[src/fscr_pkg.sv]
// constants, field layout and state codes for the flash status/config block
// How it works
// - second status register read-only, hardware set
// - status bits 7,4,3,2 always read zero
// - bit 6 flags failed last erase
// - erase of protected sector/region sets erase fail
// - chip erase hitting protected sector sets fail
// - bit 5 flags failed last program
// - program into protected area sets program fail
// - only clear-status or soft reset clears fails; writes don't
// - bit 1 mirrors erase suspend, not writable
// - bit 0 mirrors program suspend, not writable
// - config one written by sixteen-cycle or any-register
// - bit 7 suspend default, zero, not programmable
// - bit 6 complement-protect default, ships zero
// - bits 5:2 one-time region locks refuse ops
// - bit 1 four-lane default, writable
// - bit 0 lock default, programmable only scheme 111
// - lock default set rejects register writes forever
// - error flag holds busy until clear-status or soft reset
package fscr_pkg;

  // command opcodes seen on the serial link
  localparam logic [7:0] OP_WRITE_REGS    = 8'h01;
  localparam logic [7:0] OP_READ_STAT_TWO = 8'h07;
  localparam logic [7:0] OP_READ_ANY      = 8'h65;
  localparam logic [7:0] OP_WRITE_ANY     = 8'h71;
  localparam logic [7:0] OP_NV_WR_ENABLE  = 8'h06;
  localparam logic [7:0] OP_CLEAR_STATUS  = 8'h30;

  // any-register addresses of the registers held here
  localparam logic [23:0] ADDR_STAT_TWO = 24'h000001;
  localparam logic [23:0] ADDR_CFG_NV   = 24'h000002;
  localparam logic [23:0] ADDR_CFG_LIVE = 24'h000003;

  // secondary status field positions
  localparam int STAT_ERASE_FAIL = 6;
  localparam int STAT_PROG_FAIL  = 5;
  localparam int STAT_ERASE_SUSP = 1;
  localparam int STAT_PROG_SUSP  = 0;

  // config one field positions
  localparam int CFG_HALT_DEF   = 7;
  localparam int CFG_INVERT     = 6;
  localparam int CFG_LOCK_HI    = 5;
  localparam int CFG_LOCK_LO    = 2;
  localparam int CFG_FOUR_LANE  = 1;
  localparam int CFG_REG_LOCK   = 0;

  // reset values and the scheme code that opens the lock default
  localparam logic [7:0] STAT_TWO_RESET = 8'h00;
  localparam logic [7:0] CFG_NV_RESET   = 8'h00;
  localparam logic [2:0] SCHEME_OPEN    = 3'h7;

  // bit counts of the frame phases
  localparam logic [5:0] BITS_BYTE  = 6'h08;
  localparam logic [5:0] BITS_ADDR  = 6'h18;
  localparam logic [5:0] BITS_WRR   = 6'h10;
  localparam logic [5:0] BITS_NONE  = 6'h00;

  // serial frame states, one-hot
  typedef enum logic [3:0] {
    ST_IDLE  = 4'b0001,
    ST_CMD   = 4'b0010,
    ST_ADDR  = 4'b0100,
    ST_DATA  = 4'b1000
  } fscr_state_e;

endpackage

[src/fscr_regs.sv]
// flash secondary status and config one register bank with serial access
`timescale 1ns/1ps
`default_nettype none

module fscr_regs
  import fscr_pkg::*;
(
  input  wire logic       clock,                  // 250 MHz core clock
  input  wire logic       rst,                    // async, active high
  input  wire logic       soft_reset,             // one-cycle software reset
  input  wire logic       sclk,                   // link clock from host
  input  wire logic       cs_n,                   // chip select, low active
  input  wire logic       mosi,                   // host to device data
  output logic            miso_out,               // device to host data
  output logic            miso_oe,                // high while driving miso
  input  wire logic       erase_fail_evt,         // erase ended in error
  input  wire logic       program_fail_evt,       // program ended in error
  input  wire logic       sector_erase_protected, // erase hit locked sector
  input  wire logic       sector_prog_protected,  // program hit locked sector
  input  wire logic       chip_erase_protect_hit, // chip erase met lock
  input  wire logic       region_erase_req,       // erase of security region
  input  wire logic       region_program_req,     // program of region
  input  wire logic [1:0] region_sel,             // which security region
  input  wire logic       erase_suspend,          // erase suspended level
  input  wire logic       program_suspend,        // program suspended level
  input  wire logic [2:0] protection_scheme_select, // scheme field
  output logic            operation_busy_flag,    // busy indication
  output logic            region_op_refused,      // region op refused pulse
  output logic [3:0]      region_lock,            // live region locks
  output logic            halted_state_flag,      // live suspend status
  output logic            invert_protect_map,     // live complement bit
  output logic            four_lane_enable,       // live four-lane bit
  output logic            register_lock_live      // live register lock
);

  // link input synchronisers: meta stage feeds only the sync stage
  logic        sclk_meta_q;   // first stage, read by sync only
  logic        sclk_sync_q;   // usable sclk level
  logic        sclk_prev_q;   // for edge detect
  logic        cs_meta_q;     // first stage
  logic        cs_sync_q;     // usable select level
  logic        cs_prev_q;     // for frame end detect
  logic        mosi_meta_q;   // first stage
  logic        mosi_sync_q;   // usable data level

  // frame engine
  fscr_state_e state_q;       // frame phase
  logic [7:0]  opcode_q;      // received command
  logic [23:0] addr_q;        // received register address
  logic [15:0] wdata_q;       // received write bytes
  logic [5:0]  bitcnt_q;      // bits within current phase
  logic [7:0]  tx_q;          // read shift register
  logic        tx_skip_q;     // hold first bit across one fall

  // register state
  logic [7:0]  cfg_nv_q;      // non-volatile config one
  logic        erase_fail_q;  // status bit 6
  logic        prog_fail_q;   // status bit 5
  logic        erase_susp_q;  // status bit 1
  logic        prog_susp_q;   // status bit 0
  logic        wr_enable_q;   // non-volatile write enable latch
  logic        reload_q;      // live-load request after reset release
  logic        refused_q;     // registered refusal pulse

  // decoded events
  logic        sclk_rise;     // host sample edge
  logic        sclk_fall;     // device launch edge
  logic        frame_end;     // select just went high
  logic        in_frame;      // select low
  logic        reload;        // load live bits from defaults
  logic [7:0]  shifted;       // byte including current bit
  logic        exec_wrr;      // complete sixteen-cycle write
  logic        exec_write_any_register_cmd;     // complete any-register write to nv
  logic        exec_clear;    // clear-status command
  logic        exec_nonvolatile_write_enable_cmd;     // write-enable command
  logic        nv_write;      // accepted write of config one
  logic [7:0]  nv_wdata;      // byte aimed at config one
  logic [7:0]  stat_two;      // assembled status view
  logic [7:0]  cfg_live;      // assembled live config view
  logic [7:0]  read_sel;      // byte chosen for a read
  logic        region_locked; // addressed region has its lock set
  logic        erase_set;     // any erase error cause
  logic        prog_set;      // any program error cause

  // two-flop capture of every link pin before use
  always_ff @(posedge clock or posedge rst) begin
    if (rst) begin
      sclk_meta_q <= 1'b0;
      sclk_sync_q <= 1'b0;
      sclk_prev_q <= 1'b0;
      cs_meta_q   <= 1'b1;
      cs_sync_q   <= 1'b1;
      cs_prev_q   <= 1'b1;
      mosi_meta_q <= 1'b0;
      mosi_sync_q <= 1'b0;
    end else begin
      sclk_meta_q <= sclk;
      sclk_sync_q <= sclk_meta_q;
      sclk_prev_q <= sclk_sync_q;
      cs_meta_q   <= cs_n;
      cs_sync_q   <= cs_meta_q;
      cs_prev_q   <= cs_sync_q;
      mosi_meta_q <= mosi;
      mosi_sync_q <= mosi_meta_q;
    end
  end

  // edges seen only on the synchronised copies
  assign in_frame  = ~cs_sync_q;
  assign sclk_rise = in_frame & sclk_sync_q & ~sclk_prev_q;
  assign sclk_fall = in_frame & ~sclk_sync_q & sclk_prev_q;
  assign frame_end = cs_sync_q & ~cs_prev_q;
  assign shifted   = {wdata_q[6:0], mosi_sync_q};

  // status view: reserved bits tie to zero
  always_comb begin
    stat_two                  = STAT_TWO_RESET;
    stat_two[STAT_ERASE_FAIL] = erase_fail_q;
    stat_two[STAT_PROG_FAIL]  = prog_fail_q;
    stat_two[STAT_ERASE_SUSP] = erase_susp_q;
    stat_two[STAT_PROG_SUSP]  = prog_susp_q;
  end

  // live config view for any-register reads
  always_comb begin
    cfg_live                          = CFG_NV_RESET;
    cfg_live[CFG_HALT_DEF]            = halted_state_flag;
    cfg_live[CFG_INVERT]              = invert_protect_map;
    cfg_live[CFG_LOCK_HI:CFG_LOCK_LO] = region_lock;
    cfg_live[CFG_FOUR_LANE]           = four_lane_enable;
    cfg_live[CFG_REG_LOCK]            = register_lock_live;
  end

  // read mux; unknown addresses return zero
  always_comb begin
    if (opcode_q == OP_READ_STAT_TWO) begin
      read_sel = stat_two;
    end else begin
      case ({addr_q[22:0], mosi_sync_q})
        ADDR_STAT_TWO: read_sel = stat_two;
        ADDR_CFG_NV:   read_sel = cfg_nv_q;
        ADDR_CFG_LIVE: read_sel = cfg_live;
        default:       read_sel = 8'h00;
      endcase
    end
  end

  // frame phases; a frame aborted early just returns to idle
  always_ff @(posedge clock or posedge rst) begin
    if (rst) begin
      state_q  <= ST_IDLE;
      opcode_q <= 8'h00;
      addr_q   <= 24'h000000;
      wdata_q  <= 16'h0000;
      bitcnt_q <= BITS_NONE;
    end else if (!in_frame) begin
      state_q  <= ST_IDLE;
      bitcnt_q <= BITS_NONE;
    end else begin
      case (state_q)
        ST_IDLE: begin
          // select fell: start collecting the opcode
          state_q  <= ST_CMD;
          bitcnt_q <= BITS_NONE;
          wdata_q  <= 16'h0000;
        end
        ST_CMD: begin
          if (sclk_rise) begin
            wdata_q[7:0] <= shifted;
            if (bitcnt_q == BITS_BYTE - 6'h01) begin
              opcode_q <= shifted;
              bitcnt_q <= BITS_NONE;
              wdata_q  <= 16'h0000;
              if (shifted == OP_READ_ANY || shifted == OP_WRITE_ANY) begin
                state_q <= ST_ADDR;
              end else begin
                // reads, writes and bare commands share the data phase
                state_q <= ST_DATA;
              end
            end else begin
              bitcnt_q <= bitcnt_q + 6'h01;
            end
          end
        end
        ST_ADDR: begin
          if (sclk_rise) begin
            addr_q <= {addr_q[22:0], mosi_sync_q};
            if (bitcnt_q == BITS_ADDR - 6'h01) begin
              bitcnt_q <= BITS_NONE;
              state_q  <= ST_DATA;
            end else begin
              bitcnt_q <= bitcnt_q + 6'h01;
            end
          end
        end
        ST_DATA: begin
          // count stops one past sixteen so longer frames are rejected
          if (sclk_rise) begin
            wdata_q <= {wdata_q[14:0], mosi_sync_q};
            if (bitcnt_q <= BITS_WRR) begin
              bitcnt_q <= bitcnt_q + 6'h01;
            end
          end
        end
        default: state_q <= ST_IDLE;
      endcase
    end
  end

  // read shifter: loaded on the last header bit, launched on falls
  always_ff @(posedge clock or posedge rst) begin
    if (rst) begin
      tx_q      <= 8'h00;
      tx_skip_q <= 1'b0;
    end else if (sclk_rise && state_q == ST_CMD &&
                 bitcnt_q == BITS_BYTE - 6'h01 &&
                 shifted == OP_READ_STAT_TWO) begin
      tx_q      <= stat_two;
      tx_skip_q <= 1'b1;
    end else if (sclk_rise && state_q == ST_ADDR &&
                 bitcnt_q == BITS_ADDR - 6'h01 &&
                 opcode_q == OP_READ_ANY) begin
      tx_q      <= read_sel;
      tx_skip_q <= 1'b1;
    end else if (sclk_fall) begin
      // the fall right after loading would drop bit 7 early
      if (tx_skip_q) begin
        tx_skip_q <= 1'b0;
      end else begin
        // snapshot repeats if the host keeps clocking
        tx_q <= {tx_q[6:0], tx_q[7]};
      end
    end
  end

  assign miso_out = tx_q[7];
  assign miso_oe  = in_frame && state_q == ST_DATA &&
                    (opcode_q == OP_READ_STAT_TWO ||
                     opcode_q == OP_READ_ANY);

  // commands take effect only when select rises with exact bit counts
  assign exec_wrr   = frame_end && state_q == ST_DATA &&
                      opcode_q == OP_WRITE_REGS &&
                      bitcnt_q == BITS_WRR;
  assign exec_write_any_register_cmd  = frame_end && state_q == ST_DATA &&
                      opcode_q == OP_WRITE_ANY &&
                      bitcnt_q == BITS_BYTE &&
                      addr_q == ADDR_CFG_NV;
  assign exec_clear = frame_end && state_q == ST_DATA &&
                      opcode_q == OP_CLEAR_STATUS &&
                      bitcnt_q == BITS_NONE;
  assign exec_nonvolatile_write_enable_cmd  = frame_end && state_q == ST_DATA &&
                      opcode_q == OP_NV_WR_ENABLE &&
                      bitcnt_q == BITS_NONE;

  // sixteen-cycle write: first byte is the other status register
  assign nv_wdata = wdata_q[7:0];

  // write allowed: enabled, not busy, and no register lock in force
  assign nv_write = (exec_wrr | exec_write_any_register_cmd) & wr_enable_q &
                    ~operation_busy_flag &
                    ~cfg_nv_q[CFG_REG_LOCK] &
                    ~register_lock_live;

  // write-enable latch, dropped by a completed write or clear-status
  always_ff @(posedge clock or posedge rst) begin
    if (rst) begin
      wr_enable_q <= 1'b0;
    end else if (soft_reset || exec_clear || nv_write) begin
      wr_enable_q <= 1'b0;
    end else if (exec_nonvolatile_write_enable_cmd && !operation_busy_flag) begin
      wr_enable_q <= 1'b1;
    end
  end

  // non-volatile config one, field by field
  always_ff @(posedge clock or posedge rst) begin
    if (rst) begin
      cfg_nv_q <= CFG_NV_RESET;
    end else if (nv_write) begin
      // suspend default is never programmable
      cfg_nv_q[CFG_HALT_DEF] <= cfg_nv_q[CFG_HALT_DEF];
      cfg_nv_q[CFG_INVERT]   <= nv_wdata[CFG_INVERT];
      // one-time locks may only go from zero to one
      cfg_nv_q[CFG_LOCK_HI:CFG_LOCK_LO] <=
        cfg_nv_q[CFG_LOCK_HI:CFG_LOCK_LO] |
        nv_wdata[CFG_LOCK_HI:CFG_LOCK_LO];
      cfg_nv_q[CFG_FOUR_LANE] <= nv_wdata[CFG_FOUR_LANE];
      cfg_nv_q[CFG_REG_LOCK]  <= cfg_nv_q[CFG_REG_LOCK] |
        (nv_wdata[CFG_REG_LOCK] &
         (protection_scheme_select == SCHEME_OPEN));
    end
  end

  // live bits load after reset release, never under the reset itself
  always_ff @(posedge clock or posedge rst) begin
    if (rst) begin
      reload_q <= 1'b1;
    end else begin
      reload_q <= 1'b0;
    end
  end
  assign reload = reload_q | soft_reset;

  // live copies of the defaults; writes to the nv copy follow through, except the register lock
  always_ff @(posedge clock or posedge rst) begin
    if (rst) begin
      invert_protect_map <= 1'b0;
      four_lane_enable   <= 1'b0;
      register_lock_live <= 1'b0;
    end else if (reload) begin
      invert_protect_map <= cfg_nv_q[CFG_INVERT];
      four_lane_enable   <= cfg_nv_q[CFG_FOUR_LANE];
      register_lock_live <= cfg_nv_q[CFG_REG_LOCK];
    end else if (nv_write) begin
      invert_protect_map <= nv_wdata[CFG_INVERT];
      four_lane_enable   <= nv_wdata[CFG_FOUR_LANE];
    end
  end

  // region locks track the one-time bits directly
  assign region_lock = cfg_nv_q[CFG_LOCK_HI:CFG_LOCK_LO];

  // suspend status: default on reload, else follows the suspend levels
  always_ff @(posedge clock or posedge rst) begin
    if (rst) begin
      halted_state_flag <= 1'b0;
      erase_susp_q      <= 1'b0;
      prog_susp_q       <= 1'b0;
    end else if (reload) begin
      halted_state_flag <= cfg_nv_q[CFG_HALT_DEF];
      erase_susp_q      <= 1'b0;
      prog_susp_q       <= 1'b0;
    end else begin
      halted_state_flag <= erase_susp_q | prog_susp_q;
      erase_susp_q      <= erase_suspend;
      prog_susp_q       <= program_suspend;
    end
  end

  // security-region requests against the addressed lock
  assign region_locked = region_lock[region_sel];

  // error causes; locked-region requests count only when not busy
  assign erase_set = erase_fail_evt | sector_erase_protected |
                     chip_erase_protect_hit |
                     (region_erase_req & region_locked &
                      ~operation_busy_flag);
  assign prog_set  = program_fail_evt | sector_prog_protected |
                     (region_program_req & region_locked &
                      ~operation_busy_flag);

  // sticky fail flags: a new error wins over a clear in the same cycle
  always_ff @(posedge clock or posedge rst) begin
    if (rst) begin
      erase_fail_q <= 1'b0;
      prog_fail_q  <= 1'b0;
    end else begin
      if (erase_set) begin
        erase_fail_q <= 1'b1;
      end else if (exec_clear || soft_reset) begin
        erase_fail_q <= 1'b0;
      end
      if (prog_set) begin
        prog_fail_q <= 1'b1;
      end else if (exec_clear || soft_reset) begin
        prog_fail_q <= 1'b0;
      end
    end
  end

  // busy holds while either fail flag stands
  assign operation_busy_flag = erase_fail_q | prog_fail_q;

  // refusal pulse for region requests that are locked or blocked by busy
  always_ff @(posedge clock or posedge rst) begin
    if (rst) begin
      refused_q <= 1'b0;
    end else begin
      refused_q <= (region_erase_req | region_program_req) &
                   (region_locked | operation_busy_flag);
    end
  end
  assign region_op_refused = refused_q;

endmodule

`default_nettype wire

[config.mk]
export PLATFORM = sky130hd
export DESIGN_NAME = fscr_regs
export DESIGN_NICKNAME = d
export VERILOG_FILES = /design/src/fscr_pkg.sv /design/src/fscr_regs.sv
export SDC_FILE = /design/constraint.sdc
export NUM_CORES = 1
export LEC_CHECK = 0
export ABC_AREA = 0
export BUFFER_PORTS_ARGS = -buffer_cell sky130_fd_sc_hd__buf_2
export CAP_MARGIN = 5
export CORE_MARGIN = 1.5
export CORE_UTILIZATION = 40
export CTS_CLUSTER_SIZE = 40
export DETAILED_ROUTE_END_ITERATION = 7
export SYNTH_ARGS = -nofsm -noshare
export SYNTH_HDL_FRONTEND = slang
export SYNTH_SLANG_ARGS = --single-unit
export TNS_END_PERCENT = 50
[constraint.sdc]
create_clock -name clock -period 3.07 [get_ports clock]
set_clock_uncertainty 0.05 [all_clocks]
set_input_delay 0.4605 -clock clock [delete_from_list [all_inputs] [get_ports clock]]
set_output_delay 0.4605 -clock clock [all_outputs]
set_load 0.05 [all_outputs]
==> impl_metrics.xml <==
<?xml version="1.0" encoding="UTF-8"?>
<metrics>
  <group name="run_status">
    <metric name="status" unit="">completed</metric>
  </group>
  <group name="cells_and_area">
    <metric name="layoutNonFillerInstCount" unit="">547</metric>
    <metric name="multi_input_comb_area" unit="µm²">1952</metric>
    <metric name="finish.instance_area" unit="µm²">4654</metric>
    <metric name="finish.net_count" unit="">428</metric>
    <metric name="layout-area-overhead-vs-synth" unit="%">11.28</metric>
    <metric name="fill_cells" unit="">946</metric>
    <metric name="antenna_cells" unit="">0</metric>
    <metric name="layout.area.seq" unit="µm²">2108</metric>
    <metric name="layout_cells_sized_above_1" unit="%">28.47</metric>
  </group>
  <group name="sta">
    <metric name="maxSlewViolCount" unit="">0</metric>
    <metric name="fmax" unit="MHz">364.8</metric>
    <metric name="finalHoldViolations" unit="">0</metric>
    <metric name="worst_slew_pin_slew" unit="ns">0.6953</metric>
    <metric name="final.period_utilization" unit="%">89.30</metric>
    <metric name="worst_slew_margin_rel" unit="%">53.29</metric>
    <metric name="setup_tns" unit="ns">0</metric>
    <metric name="timing.final.crit_period" unit="ns">2.742</metric>
    <metric name="setup_viol_count_final" unit="">0</metric>
    <metric name="rsz_0062_raised_after_global_routing" unit="">false</metric>
  </group>
  <group name="clocking">
    <metric name="cts-htree-levels" unit="">3</metric>
    <metric name="clock_insertion_delay_worst_skew" unit="ns">0.36</metric>
    <metric name="tritoncts" unit="">yes</metric>
    <metric name="clock_tree.root_cell" unit="">sky130_fd_sc_hd__clkbuf_8</metric>
    <metric name="cts.sink_count" unit="">84</metric>
    <metric name="cts-buffers-inserted" unit="">9</metric>
    <metric name="clkSlewWorstSetupHoldPaths" unit="ns">0.10</metric>
    <metric name="post_cts_buffers" unit="">0</metric>
    <metric name="postCtsHoldBufs" unit="">0</metric>
    <metric name="cts-resized-gates" unit="">0</metric>
    <metric name="clockBufferDepth" unit="">2</metric>
  </group>
  <group name="yosys">
    <metric name="synthesis.area_per_instance" unit="µm²">11.15</metric>
    <metric name="netlist.area_leader.share" unit="%">47.26</metric>
    <metric name="post_synth_inst_count" unit="">375</metric>
    <metric name="synth_area" unit="µm²">4183</metric>
    <metric name="ys_seq_area_share" unit="%">50.40</metric>
    <metric name="synth_fp_nets" unit="">397</metric>
    <metric name="count_of_warnings_emitted_by_yosys" unit="">0</metric>
    <metric name="flops_latches_synth" unit="">84</metric>
    <metric name="ys_types" unit="">73</metric>
    <metric name="synth_flop_cell" unit="">sky130_fd_sc_hd__dfrtp_1</metric>
    <metric name="cell_types_occupying_the_most_area_after_synthesis" unit="">sky130_fd_sc_hd__dfrtp_1 47%, sky130_fd_sc_hd__mux2_2 9.2%, sky130_fd_sc_hd__nand2_1 3.3%</metric>
    <metric name="synth_commonest_cells" unit="">79 x sky130_fd_sc_hd__dfrtp_1, 37 x sky130_fd_sc_hd__nand2_1, 34 x sky130_fd_sc_hd__mux2_2</metric>
    <metric name="yosysTopAreaCell" unit="">sky130_fd_sc_hd__dfrtp_1</metric>
    <metric name="asyncSetResetFlopFracSynth" unit="%">100.0</metric>
    <metric name="yosysMostFrequentCell" unit="">sky130_fd_sc_hd__dfrtp_1</metric>
    <metric name="count_of_flip_flops_with_a_built_in_enable_after_synthesis" unit="">0</metric>
  </group>
  <group name="die">
    <metric name="dieHeight" unit="µm">105.3</metric>
    <metric name="coreArea" unit="µm²">10230</metric>
    <metric name="io-pin-count" unit="">32</metric>
    <metric name="die_w" unit="µm">105.3</metric>
    <metric name="row_count" unit="">37</metric>
    <metric name="floorplan.initialDensity" unit="%">40.88</metric>
    <metric name="die_area" unit="µm²">11080</metric>
  </group>
  <group name="detailed_routing">
    <metric name="wl_per_cell" unit="µm">16.86</metric>
    <metric name="vias_per_cell" unit="">5.512</metric>
    <metric name="postRouteAntennaNets" unit="">0</metric>
    <metric name="drt_pass1_iterations" unit="">5</metric>
    <metric name="drt-total-wl" unit="mm">9.220</metric>
    <metric name="drtIter0Drc" unit="">173</metric>
    <metric name="dr_total_vias" unit="">3015</metric>
    <metric name="drc_errors" unit="">0</metric>
  </group>
  <group name="global_route">
    <metric name="number_of_antenna_violations_at_the_first_check_in_global_routing" unit="">0</metric>
    <metric name="grt_pass1_wl" unit="mm">15.34</metric>
    <metric name="grt_util_all_layers" unit="%">17.75</metric>
    <metric name="grt_start_max_net_pins" unit="">40</metric>
    <metric name="grt_overflow" unit="">0</metric>
    <metric name="grt_pass1_vias" unit="">2971</metric>
  </group>
  <group name="job">
    <metric name="number_of_max_cap_violations" unit="">0</metric>
  </group>
  <group name="critical_path">
    <metric name="setup.worst_path.class" unit="">reg -&gt; out</metric>
    <metric name="endpoint_arrival_time_on_the_critical_path" unit="ns">2.23</metric>
    <metric name="setup.worst_path.end_class" unit="">primary output</metric>
    <metric name="worstSetupStartpointType" unit="">flip-flop</metric>
    <metric name="timing.critical_path.required" unit="ns">2.56</metric>
    <metric name="timing.critical_path.fanout_max" unit="">14</metric>
  </group>
  <group name="placed_design">
    <metric name="detailed_place.area" unit="µm²">4473</metric>
    <metric name="placed_cells" unit="">531</metric>
    <metric name="finalWeightedCongestion" unit="">0.8099</metric>
    <metric name="place.port_buffers" unit="">31</metric>
    <metric name="dp.final_hpwl" unit="mm">6.682</metric>
  </group>
  <group name="pwr">
    <metric name="power.ir.vdd_worst" unit="µV">197.0</metric>
    <metric name="leakagePower" unit="nW">2.119</metric>
    <metric name="powerDensity" unit="nW/µm²">500.2</metric>
    <metric name="report.power.total" unit="mW">2.328</metric>
  </group>
  <group name="hold_path">
    <metric name="hold_class" unit="">in -&gt; async</metric>
  </group>
</metrics>
state kept, by name (all words and copies together), names as in the netlist, 4 cells and up:
| register | flops |
|---|---|
| bitcnt_q | 6 |
| state_q | 4 |
| wdata_q | 7 |
| addr_q | 24 |
| cfg_nv_q | 7 |
| opcode_q | 8 |
| tx_q | 8 |
worst paths after layout:
kind | startpoint | end | slack [ns] | cells after the start
setup / recovery | state_q[1]$_DFFE_PP0P_ | miso_oe | 0.33 | 3
hold / removal | rst | addr_q[1]$_DFFE_PP0P_ | 0.12 | 2
setup reg to reg | state_q[1]$_DFFE_PP0P_ | tx_q[7]$_DFFE_PP0P_ | 0.52 | 5
hold reg to reg | sclk_meta_q$_DFF_PP0_ | sclk_sync_q$_DFF_PP0_ | 0.31 | 0
max in group asynchronous | rst | state_q[0]$_DFFE_PP1P_ | 2.03 | 3
min in group clock | cs_n | cs_meta_q$_DFF_PP1_ | 0.15 | 1
kinds of logic after synthesis:
group | synth area share [%]
buffers and inverters | 3.081
and+or+nand+nor | 22.49
adders and majority gates | 0.5982
DFF | 50.40
xor gates and xnor gates | 0.4189
AOI/OAI and AO/OA | 12.03
muxes | 10.89
other | 0.08965
area by class of cell:
class                           instances  share of cell area (%)
Multi-Input combinational cell        265                   41.94
Sequential cell                        84                   45.30
Clock inverter                          7                   1.237
Timing Repair Buffer                   39                   4.624
Clock buffer                            9                   2.661
Inverter                                7                  0.5914
Tap cell                              136                   3.656
stage by stage:
stage,utilization (%),worst slack (ns),hold WS [ns]
CTS,45.49,0.3035,0.1378
global placement,43.72,0.6440,0.2854
floorplan,-,0.4026,0.2812
global route,45.49,0.2162,0.1297
finish,45.49,0.3284,0.1206
detailed placement,43.72,0.5817,0.2871
cell usage in the layout, fill, tap and decap left out, drive strengths merged, types with 4 or more instances in the layout:
cell	count
buf	39
or2	4
nand4	5
or4b	4
dfrtp	79
inv	9
mux2	36
nand3b	6
o31ai	5
a21o	8
dfstp	5
o21ai	22
clkbuf	9
a2bb2oi	4
and2	5
nor3b	7
nand2b	7
a21oi	4
nor2b	4
nor2	13
nor4b	9
nand2	37
nand3	11
nor3	7
a2111oi	5
nor4	12
report_power, final:
| part | switching, mW | leakage (nW) | internal, mW |
|---|---|---|---|
| Clock | 0.438 | 0.0881 | 0.305 |
| Combinational | 0.190 | 0.922 | 0.137 |
| Sequential | 0.0855 | 1.11 | 1.17 |
| Total | 0.713 | 2.12 | 1.62 |
critical path: stages (launching register included):
cell and delay (ns):
sky130_fd_sc_hd__dfrtp_1 0.51, sky130_fd_sc_hd__or4b_1 0.73, sky130_fd_sc_hd__a2111oi_2 0.31, sky130_fd_sc_hd__buf_2 0.33
metal layers:
metal / vias to the layer above / GRT usage [%] / share of wire, %
met1: 1488 / 24.18 / 48
met4: 0 / 4.403 / 1.1
met5: - / 0 / 0
met3: 6 / 3.711 / 3.4
li1: 1458 / - / -
met2: 63 / 28.99 / 47
Note: power is estimated with default switching activity, not from simulation.
